==> src/core/scrb_defines.vh <==
`ifndef SCRB_DEFINES_VH
`define SCRB_DEFINES_VH
`define SCRB_ADDR_WD 5'h00
`define SCRB_ADDR_STEP 5'h01
`define SCRB_ADDR_OPT 5'h02
`define SCRB_ADDR_EN 5'h03
`define SCRB_ADDR_SR0 5'h04
`define SCRB_CMD_READ 3'h0
`define SCRB_CMD_WRITE 3'h4
`define SCRB_RESET_VAL 8'h00
`define SCRB_WD_EN_BIT 7
`define SCRB_WD_MASK 8'hf8
`define SCRB_OPT_MASK 8'hcf
`define SCRB_EN_MASK 8'hf0
`define SCRB_SR0_WD_BIT 4
`define SCRB_XFER_BITS 16
`define SCRB_WD_STEP_MS 32
`define SCRB_CLK_HZ 25000000
`define SCRB_CYC_PER_MS (`SCRB_CLK_HZ / 1000)
`endif

==> src/core/scrb_bank.v <==
`timescale 1ns/1ns
`default_nettype none
`include "scrb_defines.vh"
module scrb_bank #(
    parameter CYC_PER_MS = `SCRB_CYC_PER_MS
) (
    // Clock, reset, enable
    input wire clk,
    input wire reset,
    input wire ce,
    // SPI pins, mode 0
    input wire spi_clk,
    input wire spi_cs_n,
    input wire spi_di,
    output wire spi_do,
    output wire spi_do_oe,
    // Motion pins
    input wire step_pulse_pin,
    input wire dir_pin,
    // Translator and driver controls
    output reg step_advance,
    output reg rotate_ccw,
    output reg [2:0] step_mode_select,
    output reg [4:0] coil_current_level,
    output reg [1:0] slope_select,
    output reg pwm_double,
    output reg pwm_jitter,
    output reg driver_enable,
    output reg sleep_mode,
    output reg speed_angle_gain_quarter,
    output reg speed_angle_transparent,
    // Status
    output reg watchdog_event_flag
);
    ////////////////////////////////////////////////////////////////////////
    wire sclk_s;
    wire cs_n_s;
    wire di_s;
    wire step_s;
    wire dir_s;
    // Chip select idles high; a low reset value would drive data out during reset
    scrb_sync #(.WIDTH(5), .RESET_VAL(5'h08)) u_sync (
        .clk(clk),
        .reset(reset),
        .ce(ce),
        .async_in({spi_clk, spi_cs_n, spi_di, step_pulse_pin, dir_pin}),
        .sync_out({sclk_s, cs_n_s, di_s, step_s, dir_s})
    );
    reg sclk_d_ff;
    reg cs_d_ff;
    reg step_d_ff;
    wire sclk_rise = sclk_s && !sclk_d_ff;
    wire sclk_fall = !sclk_s && sclk_d_ff;
    wire cs_rise = cs_n_s && !cs_d_ff;
    ////////////////////////////////////////////////////////////////////////
    // Registers
    reg [7:0] wd_ctrl_ff;
    reg [7:0] step_ctrl_ff;
    reg [7:0] opt_ctrl_ff;
    reg [7:0] en_ctrl_ff;
    reg wd_flag_ff;
    // SPI engine
    reg [7:0] shin_ff;
    reg [7:0] shout_ff;
    reg [5:0] bitcnt_ff;
    reg [7:0] cmd_ff;
    reg [4:0] last_addr_ff;
    reg [7:0] wdata_ff;
    wire [7:0] nxt_shin = {shin_ff[6:0], di_s};
    wire timeout;
    function [7:0] rd_mux;
        input [4:0] addr;
        begin
            case (addr)
                `SCRB_ADDR_WD: rd_mux = wd_ctrl_ff & `SCRB_WD_MASK;
                `SCRB_ADDR_STEP: rd_mux = step_ctrl_ff;
                `SCRB_ADDR_OPT: rd_mux = opt_ctrl_ff & `SCRB_OPT_MASK;
                `SCRB_ADDR_EN: rd_mux = en_ctrl_ff & `SCRB_EN_MASK;
                `SCRB_ADDR_SR0: rd_mux = {1'b0, 2'h0, wd_flag_ff, 4'h0} ^ {wd_flag_ff, 7'h00};
                default: rd_mux = 8'h00;
            endcase
        end
    endfunction
    // Commit only on deselect and exactly two bytes of a write
    wire commit = cs_rise && (bitcnt_ff == `SCRB_XFER_BITS) && (cmd_ff[7:5] == `SCRB_CMD_WRITE);
    wire [4:0] waddr = cmd_ff[4:0];
    wire wd_wr = commit && (waddr == `SCRB_ADDR_WD);
    wire wr_en1 = wd_wr && wdata_ff[`SCRB_WD_EN_BIT];
    wire wr_en0 = wd_wr && !wdata_ff[`SCRB_WD_EN_BIT];
    scrb_watchdog #(.CYC_PER_MS(CYC_PER_MS)) u_wd (
        .clk(clk),
        .reset(reset),
        .ce(ce),
        .wr_en1(wr_en1),
        .wr_en0(wr_en0),
        // Stored field, as the shift data changes with every later frame
        .interval_sel(wd_ctrl_ff[6:3]),
        .timeout(timeout)
    );
    ////////////////////////////////////////////////////////////////////////
    always @(posedge clk or posedge reset) begin
        if (reset) begin
            sclk_d_ff <= 1'b0;
            cs_d_ff <= 1'b1;
            step_d_ff <= 1'b0;
            shin_ff <= 8'h00;
            shout_ff <= 8'h00;
            bitcnt_ff <= 6'h00;
            cmd_ff <= 8'h00;
            last_addr_ff <= 5'h00;
            wdata_ff <= 8'h00;
        end else if (ce) begin
            sclk_d_ff <= sclk_s;
            cs_d_ff <= cs_n_s;
            step_d_ff <= step_s;
            if (cs_n_s) begin
                bitcnt_ff <= 6'h00;
            end else begin
                if (sclk_rise) begin
                    shin_ff <= nxt_shin;
                    if (bitcnt_ff != 6'h3f) begin
                        bitcnt_ff <= bitcnt_ff + 6'h01;
                    end
                    if (bitcnt_ff == 6'h07) begin
                        cmd_ff <= nxt_shin;
                    end
                    if (bitcnt_ff == 6'h0f) begin
                        wdata_ff <= nxt_shin;
                    end
                end
                if (sclk_fall) begin
                    if (bitcnt_ff[2:0] == 3'h0 && bitcnt_ff != 6'h00) begin
                        // Byte boundary: load addressed register, MSB first
                        shout_ff <= rd_mux(shin_ff[4:0]);
                        last_addr_ff <= shin_ff[4:0];
                    end else begin
                        shout_ff <= {shout_ff[6:0], 1'b0};
                    end
                end
            end
        end
    end
    assign spi_do = shout_ff[7];
    assign spi_do_oe = !cs_n_s;
    ////////////////////////////////////////////////////////////////////////
    always @(posedge clk or posedge reset) begin
        if (reset) begin
            wd_ctrl_ff <= `SCRB_RESET_VAL;
            step_ctrl_ff <= `SCRB_RESET_VAL;
            opt_ctrl_ff <= `SCRB_RESET_VAL;
            en_ctrl_ff <= `SCRB_RESET_VAL;
            wd_flag_ff <= 1'b0;
        end else if (ce) begin
            if (commit) begin
                case (waddr)
                    `SCRB_ADDR_WD: wd_ctrl_ff <= wdata_ff & `SCRB_WD_MASK;
                    `SCRB_ADDR_STEP: step_ctrl_ff <= wdata_ff;
                    `SCRB_ADDR_OPT: opt_ctrl_ff <= wdata_ff & `SCRB_OPT_MASK;
                    `SCRB_ADDR_EN: en_ctrl_ff <= wdata_ff & `SCRB_EN_MASK;
                    default: wd_ctrl_ff <= wd_ctrl_ff;
                endcase
            end
            // Timeout set wins over the clear by an enable-0 write
            if (timeout) begin
                wd_flag_ff <= 1'b1;
            end else if (wr_en0) begin
                wd_flag_ff <= 1'b0;
            end
        end
    end
    ////////////////////////////////////////////////////////////////////////
    // Outputs decoded from registers, all registered
    always @(posedge clk or posedge reset) begin
        if (reset) begin
            step_advance <= 1'b0;
            rotate_ccw <= 1'b0;
            step_mode_select <= 3'h0;
            coil_current_level <= 5'h00;
            slope_select <= 2'h0;
            pwm_double <= 1'b0;
            pwm_jitter <= 1'b0;
            driver_enable <= 1'b0;
            sleep_mode <= 1'b0;
            speed_angle_gain_quarter <= 1'b0;
            speed_angle_transparent <= 1'b0;
            watchdog_event_flag <= 1'b0;
        end else if (ce) begin
            // Sleep ignores step input; edge polarity chosen by option bit
            step_advance <= !en_ctrl_ff[6] && (opt_ctrl_ff[6] ? (!step_s && step_d_ff)
                                                              : (step_s && !step_d_ff));
            if (!en_ctrl_ff[6]) begin
                rotate_ccw <= dir_s ^ opt_ctrl_ff[7];
            end
            step_mode_select <= step_ctrl_ff[7:5];
            coil_current_level <= step_ctrl_ff[4:0];
            slope_select <= opt_ctrl_ff[1:0];
            pwm_double <= opt_ctrl_ff[3];
            pwm_jitter <= opt_ctrl_ff[2];
            driver_enable <= en_ctrl_ff[7] && !en_ctrl_ff[6];
            sleep_mode <= en_ctrl_ff[6];
            speed_angle_gain_quarter <= en_ctrl_ff[5];
            speed_angle_transparent <= en_ctrl_ff[4];
            watchdog_event_flag <= wd_flag_ff;
        end
    end
endmodule // scrb_bank
`default_nettype wire

==> src/core/scrb_sync.v <==
`timescale 1ns/1ns
`default_nettype none
module scrb_sync #(
    parameter WIDTH = 4,
    parameter [WIDTH-1:0] RESET_VAL = {WIDTH{1'b0}}
) (
    // Clock and reset
    input wire clk,
    input wire reset,
    input wire ce,
    // Asynchronous levels in, synchronised out
    input wire [WIDTH-1:0] async_in,
    output wire [WIDTH-1:0] sync_out
);
    reg [WIDTH-1:0] meta_ff;
    reg [WIDTH-1:0] sync_ff;
    always @(posedge clk or posedge reset) begin
        if (reset) begin
            // Idle level of each pin, so no false edge follows reset
            meta_ff <= RESET_VAL;
            sync_ff <= RESET_VAL;
        end else if (ce) begin
            meta_ff <= async_in;
            sync_ff <= meta_ff;
        end
    end
    assign sync_out = sync_ff;
endmodule // scrb_sync
`default_nettype wire

==> src/core/scrb_watchdog.v <==
`timescale 1ns/1ns
`default_nettype none
`include "scrb_defines.vh"
module scrb_watchdog #(
    parameter CYC_PER_MS = `SCRB_CYC_PER_MS
) (
    // Clock and reset
    input wire clk,
    input wire reset,
    input wire ce,
    // Control from register bank
    input wire wr_en1,
    input wire wr_en0,
    input wire [3:0] interval_sel,
    // Timeout event, one cycle
    output wire timeout
);
    reg running_ff;
    reg [31:0] cyc_ff;
    reg [9:0] ms_ff;
    reg [31:0] nxt_cyc;
    wire [9:0] limit_ms;
    wire [31:0] limit_full;
    wire ms_tick;
    // Period in ms is 32 * (sel + 1); the largest value fits ten bits
    assign limit_full = `SCRB_WD_STEP_MS * ({28'h0000000, interval_sel} + 32'h00000001);
    assign limit_ms = limit_full[9:0];
    assign ms_tick = (cyc_ff == CYC_PER_MS - 1);
    assign timeout = running_ff && ms_tick && (ms_ff == limit_ms - 10'h001);
    always @* begin
        nxt_cyc = ms_tick ? 32'h00000000 : cyc_ff + 32'h00000001;
    end
    always @(posedge clk or posedge reset) begin
        if (reset) begin
            running_ff <= 1'b0;
            cyc_ff <= 32'h00000000;
            ms_ff <= 10'h000;
        end else if (ce) begin
            if (wr_en0) begin
                running_ff <= 1'b0;
                cyc_ff <= 32'h00000000;
                ms_ff <= 10'h000;
            end else if (wr_en1) begin
                running_ff <= 1'b1;
                cyc_ff <= 32'h00000000;
                ms_ff <= 10'h000;
            end else if (running_ff) begin
                cyc_ff <= nxt_cyc;
                if (timeout) begin
                    // Keeps running so a silent master keeps being flagged
                    ms_ff <= 10'h000;
                end else if (ms_tick) begin
                    ms_ff <= ms_ff + 10'h001;
                end
            end
        end
    end
endmodule // scrb_watchdog
`default_nettype wire

==> config.mk <==
export PLATFORM = sky130hd
export DESIGN_NAME = scrb_bank
export DESIGN_NICKNAME = d
export VERILOG_FILES = /design/src/core/scrb_bank.v /design/src/core/scrb_sync.v /design/src/core/scrb_watchdog.v
export VERILOG_INCLUDE_DIRS = /design/src /design/src/core
export SDC_FILE = /design/constraint.sdc
export NUM_CORES = 1
export LEC_CHECK = 0
export ABC_AREA = 1
export BUFFER_PORTS_ARGS = -buffer_cell sky130_fd_sc_hd__buf_2
export CAP_MARGIN = 10
export CORE_ASPECT_RATIO = 0.75
export CORE_UTILIZATION = 54
export CTS_BUF_LIST = sky130_fd_sc_hd__clkbuf_2 sky130_fd_sc_hd__clkbuf_4 sky130_fd_sc_hd__clkbuf_8
export CTS_CLUSTER_SIZE = 16
export DETAILED_ROUTE_END_ITERATION = 8
export PLACE_DENSITY = 0.77
export SLEW_MARGIN = 20
export SYNTH_ARGS = -nofsm -noshare
export SYNTH_HDL_FRONTEND = slang
export SYNTH_HIERARCHICAL = 1
export SYNTH_SLANG_ARGS = --single-unit
==> constraint.sdc <==
create_clock -name clk -period 2.5 [get_ports clk]
set_input_delay 0.25 -clock clk [delete_from_list [all_inputs] [get_ports clk]]
set_output_delay 0.25 -clock clk [all_outputs]
set_load 0.02 [all_outputs]
Word level (Yosys, flattened, before mapping):

Cells that the tools add are included.

* word-level logic and storage cells: 119
* flip-flop bits (word level): 136
* output and inout bits: 21

* reductions and logical operators: 47
* add/subtract/negate cells: 5
* multiplexer cells: 19
* bitwise logic cells: 4
* eq/ne operators: 14

Operator list (count)
* 32-bit two-way mux: 4
* 10-bit two-way mux: 5
* 8-bit one-hot mux with 5 select lines: 1
* 32-bit by 1-bit adder with 32-bit output (second input constant): 1
* 32-bit by 15-bit == test with 1-bit output (second input constant): 1
* 3-bit AND reduction: 8
* 5-bit by 2-bit == test with 1-bit output (second input constant): 4
* 6-bit two-way mux: 3
* 1-bit logical AND: 15
* 10-bit by 1-bit adder with 10-bit output (second input constant): 1
* 10-bit == test: 1
* 5-bit by 1-bit == test with 1-bit output (second input constant): 2
* 5-bit zero test: 2
* 10-bit by 1-bit subtractor with 10-bit output (second input constant): 1
* 1-bit zero test: 8
* 8-bit two-way mux: 1
* 2-bit AND reduction: 4
* 4-bit AND reduction: 2
* 2-bit nonzero test: 4
* 5-bit by 8-bit XOR with 8-bit output: 1
* 6-bit by 1-bit adder with 6-bit output (second input constant): 1
* 6-bit by 3-bit == test with 1-bit output (second input constant): 1
* 6-bit by 4-bit == test with 1-bit output (second input constant): 1
* 6-bit by 5-bit == test with 1-bit output (second input constant): 1
* other kinds (11): 16

Depth between registers and ports, before layout:

* depth in word-level cells: 8
* mapped depth: 16
* mapped depth without buffers: 16

Cells and area by module:

Netlist, hierarchy kept.

By module, submodules not included
* scrb_bank: area an instance 3804.9 um^2, cells each 439, instances 1
* scrb_watchdog: area an instance 3131.8 um^2, cells each 485, instances 1
* scrb_sync: area an instance 386.6 um^2, cells each 43, instances 1

Worst setup path before layout:

Ideal clock, no wire load.

* path kind: register -> register
* from: register bitcnt_ff[0]
* to: register u_wd.cyc_ff[17]
* slack: 0.150 ns
* arrival: 2.233 ns
* required time: 2.383 ns
* clock period less this slack: 2.350 ns
* cell stages (with the launch flop): 16
* setup time: 0.117 ns
* path buffers: 0
* path through: dfrtp_1 inv_1 ha_1 nand2_1 nor3_4 nand4_1 nor2_1 o21ai_1 nand2_2 nand2_1 nor2_4 nand2_2 nor2_4 nand2_1 o21ai_1 nor2_1

* word-level cells in the longest chain between the ends: 7
* elaborated cells between the ends (all ways): 10
* those cells by class: eq/ne: 1; mux: 2; reduce/logical: 7

Ends and longest elaborated chain
* start: declaration: line scrb_bank.v:65 `reg [5:0] bitcnt_ff;`
* start signal: assignment: line scrb_bank.v:122 `bitcnt_ff <= bitcnt_ff + 6'h01;`
* 6-bit by 5-bit == test with 1-bit output (no source line) *
* 1-bit logical AND * (2 in a row): line scrb_bank.v:85 `` wire commit = cs_rise && (bitcnt_ff == `SCRB_XFER_BITS) && (cmd_ff[7:5] == `SCRB_CMD_WRITE); ``
* 1-bit logical AND *: line scrb_bank.v:87 `` wire wd_wr = commit && (waddr == `SCRB_ADDR_WD); ``
* 1-bit logical AND *: line scrb_bank.v:88 `` wire wr_en1 = wd_wr && wdata_ff[`SCRB_WD_EN_BIT]; ``
* via wr_en1: line scrb_bank.v:88
* 3-bit nonzero test (no source line) / 32-bit two-way mux (equally long branches)
* 2-bit AND reduction (no source line) / 32-bit two-way mux (equally long branches)
* end signal: assignment: line scrb_watchdog.v:48 `cyc_ff <= nxt_cyc;`
* end: declaration: line scrb_watchdog.v:19 `reg [31:0] cyc_ff;`

The timed path passes the listed nets; every way through them passes the cells marked *.
A chain may end at the register's enable or synchronous reset.

Final worst setup path:

* from: register u_sync.sync_ff[3] (netlist: u_sync/sync_out[3])
* to: register u_wd.cyc_ff[14]

* word-level cells in the longest chain between the ends: 7
* elaborated cells between the ends (all ways): 10
* those cells by class: mux: 2; reduce/logical: 8

Ends and longest elaborated chain
* start: declaration: line scrb_sync.v:16 `reg [WIDTH-1:0] sync_ff;`
* start signal: assignment: line scrb_sync.v:24 `sync_ff <= meta_ff;`
* 1-bit logical AND *: line scrb_bank.v:54 `wire cs_rise = cs_n_s && !cs_d_ff;`
* 1-bit logical AND * (2 in a row): line scrb_bank.v:85
* 1-bit logical AND *: line scrb_bank.v:87
* 1-bit logical AND *: line scrb_bank.v:88
* via wr_en1: line scrb_bank.v:88
* 3-bit nonzero test (no source line) / 32-bit two-way mux (equally long branches)
* 2-bit AND reduction (no source line) / 32-bit two-way mux (equally long branches)

Marked as above.

==> results.yml <==
timing:
  slew_viol_final: 0
  holdWs_ps: 281.2
  rsz0062_at_grt: "yes"
  fmax_mhz: 407.9
  finalCriticalPeriod_ps: 2452
  hold_viol: 0
  fin_skew_ps: 10.45
  worst-slew-pin-transition_ps: 550.0
  slew_headroom_pct: 63.22
  finalSetupViolCount: 0
  layout_worst_path_cycle_share_pct: 98.08
critical_path:
  r2r-end: "u_wd/cyc_ff[14]"
  crit_cells: 13
  crit_chain: "nand3_2 -> nor3_4 -> nand4_1 -> nor2_2 -> nor2_2 -> nand2_1 -> nand2_4 -> nor3_4 -> nand2_4 -> nor2_4 -> nand2_2 -> o21ai_2 -> nor2_1"
  worst-path-buf-inv: 0
  crit_required_ps: 2840
  crit_path_start_kind: "flip-flop"
  rrSetupSlack_ps: 50
  max_stage_delay_ps: 570
  crit_family: "simple AND/OR/NAND/NOR gates"
  crit_type: "flip-flop to flip-flop"
  end_kind: "flip-flop"
  rr_worst_depth: 13
  regToRegStartpoint: "u_sync/sync_out[3]"
  crit_slowest_cell: "dfstp_2"
  cp-endpoint: "u_wd/cyc_ff[14]"
  worstPathArrival_ps: 2800
  startpoint: "u_sync/sync_out[3]"
  worst-path-max-fanout: 4
yosys:
  netlist_top_cells_area: "dfrtp_1, nand2_1, inv_1"
  syn_area_um2: 7323
  synth_fa_ha_area_share_pct: 1.025
  synthSimpleGateAreaFrac_pct: 32.44
  yosysTopAreaCell: "dfrtp_1"
  syn_area_per_cell_um2: 7.573
  muxShareOfSynthArea_pct: 0
  syn_inst: 967
  synth_nets: 981
  synth-seq-cells: 136
  synth_top_family_by_area: "simple AND/OR/NAND/NOR gates"
  synth_xor_area_share_pct: 1.435
  synth_cell_types: 46
  yosysWarningCount: 6
  synth_top_cell_area_share_pct: 45.45
  ys_seq_area_share_pct: 46.52
  synth_compound_area_share_pct: 10.10
placed_design:
  placed_area_um2: 7707
  io_buffers: 28
  place.gp.congestion: 0.9169
  hpwlAfterDp_um: 12250
  dp.cells: 1165
pwr:
  vdd_ir_drop_max_uv: 414.0
  power.density_nw_per_um2: 614.0
  p_leak_uw: 0.004241
  total_power_uw: 5113
global_routing:
  grt_antenna_before_repair: 0
  overflow: 0
  grt_pass1_vias: 5891
  grt_first_pass_wirelength_um: 28430
  grt_use_total_pct: 26.48
  grt_max_degree: 55
detailed_routing:
  drt_pass1_iterations: 5
  antenna_left: 0
  wl_um: 17260
  detail_route.wl_per_cell_um: 14.19
  drt_iter0_markers: 512
  drc: 0
  vias_per_cell: 5.278
  vias: 6418
floorplan:
  die_w_um: 136.5
  rows: 36
  die_area_um2: 14040
  core_um2: 13110
  chipHeight_um: 102.9
  initial_core_util_pct: 55.87
  top_level_ports: 29
clocking:
  cts.sinks: 136
  htree_levels: 4
  worstSkewPairLatency_ps: 450
  tritoncts: "built"
  cts_root_buf: "clkbuf_8"
  numCtsBuffers: 17
  path_clk_slew_ps: 80
  clockBufferDepth: 2
min_path:
  hp-class: "primary input to flip-flop"
cells_and_area:
  area_growth_pct: 13.70
  nets: 1046
  final_common_cell: "nand2_1"
  final_util_pct: 63.53
  layout.cells.most_common_list: "nand2_1, dfrtp_1, inv_1"
  nFillCells: 1125
  stdcell_area_um2: 8327
  drive_above_1_share_pct: 15.89
  stdcell_count: 1216
  antennaDiodeCount: 0
outcome:
  outcome: "complete, no violations"
job:
  max-cap-violations: 0
what timing repair did:
item,4_1_cts,5_1_grt
endpoints found under the hold margin,84,0
setup buffers,1,12
gates resized for setup,3,15
setup endpoints to repair,1,26
pin swaps,1,19
hold buffers,6,0
where the power goes:
group | switching (uW) | leakage [uW] | internal [uW]
logic | 564 | 0.00230 | 268
registers | 127 | 0.00175 | 2350
clock network | 875 | 0.000191 | 928
total | 1570 | 0.00424 | 3550
flip-flops by register name, summed over array words and instances (netlist names), 2 cells and up:
| register | count |
|---|---|
| shin_ff | 7 |
| opt_ctrl_ff | 6 |
| u_wd/cyc_ff | 32 |
| en_ctrl_ff | 4 |
| wd_ctrl_ff | 5 |
| cmd_ff | 8 |
| coil_current_level | 5 |
| u_sync/sync_out | 5 |
| u_wd/ms_ff | 10 |
| bitcnt_ff | 6 |
| step_mode_select | 3 |
| wdata_ff | 8 |
| shout_ff | 8 |
| step_ctrl_ff | 8 |
| slope_select | 2 |
| u_sync/meta_ff | 5 |
worst min-delay path by stage:
stage / from / end / slack [ps] / cells after the start
global route: ce / slope_select[1] / 290 / 3
floorplan: reset / u_sync/meta_ff[0] / 90 / 1
detailed placement: reset / u_sync/meta_ff[0] / 270 / 2
global placement: reset / u_sync/meta_ff[0] / 270 / 2
CTS: ce / slope_select[1] / 240 / 3
finish: ce / slope_select[1] / 280 / 3
worst min-delay path, cell delays in order:
cell,delay [ps]
buf_2,260
nand2_1,120
nand2_1,50
through the flow:
step,setup WS [ps],TNS [ps]
after floorplan,114.9,0
after global placement,95.16,0
after detailed placement,-20.75,-20.75
after CTS,47.20,0
after global routing,-74.12,-131.4
final,48.12,0
layout make-up:
| type | count | area [um^2] | area share (%) |
|---|---|---|---|
| inverters | 139 | 525.5 | 6.311 |
| clock inverters | 12 | 127.6 | 1.533 |
| flip-flops and latches | 136 | 3407 | 40.92 |
| well taps | 171 | 214.0 | 2.569 |
| repair buffers | 62 | 426.7 | 5.124 |
| clock buffers | 20 | 262.8 | 3.156 |
| multi-input cells | 676 | 3363 | 40.39 |
cell families after synthesis:
logic type / count (synthesis)
compound gates: 129
xor+xnor: 12
fa+ha+maj: 6
buf+inv: 155
flops: 136
simple gates: 529
cells in the mapped netlist, drive strengths merged:
cell type	count
a21o	1
a22o	1
nor2	108
dfstp	3
clkbuf	5
o211ai	3
a32o	1
buf	11
o21ai	94
nor3	24
ha	6
nor4	2
o22ai	2
a21oi	21
o21bai	2
dfrtp	133
nand4	31
a211oi	1
xnor2	4
xor2	8
and2	1
clkinv	1
a31oi	2
nand2	303
o31ai	1
inv	138
nand3	58
nand3b	1
nor3b	1
routing by layer:
metal | GRT usage, % | vias up | part of all wire [%]
met3 | 5.506 | 21 | 5.5
met2 | 38.50 | 170 | 42
met5 | 0 | - | 0
li1 | - | 3226 | -
met4 | 10.77 | 0 | 1.5
met1 | 38.52 | 3001 | 51
Power figures use the tool's default switching activity.
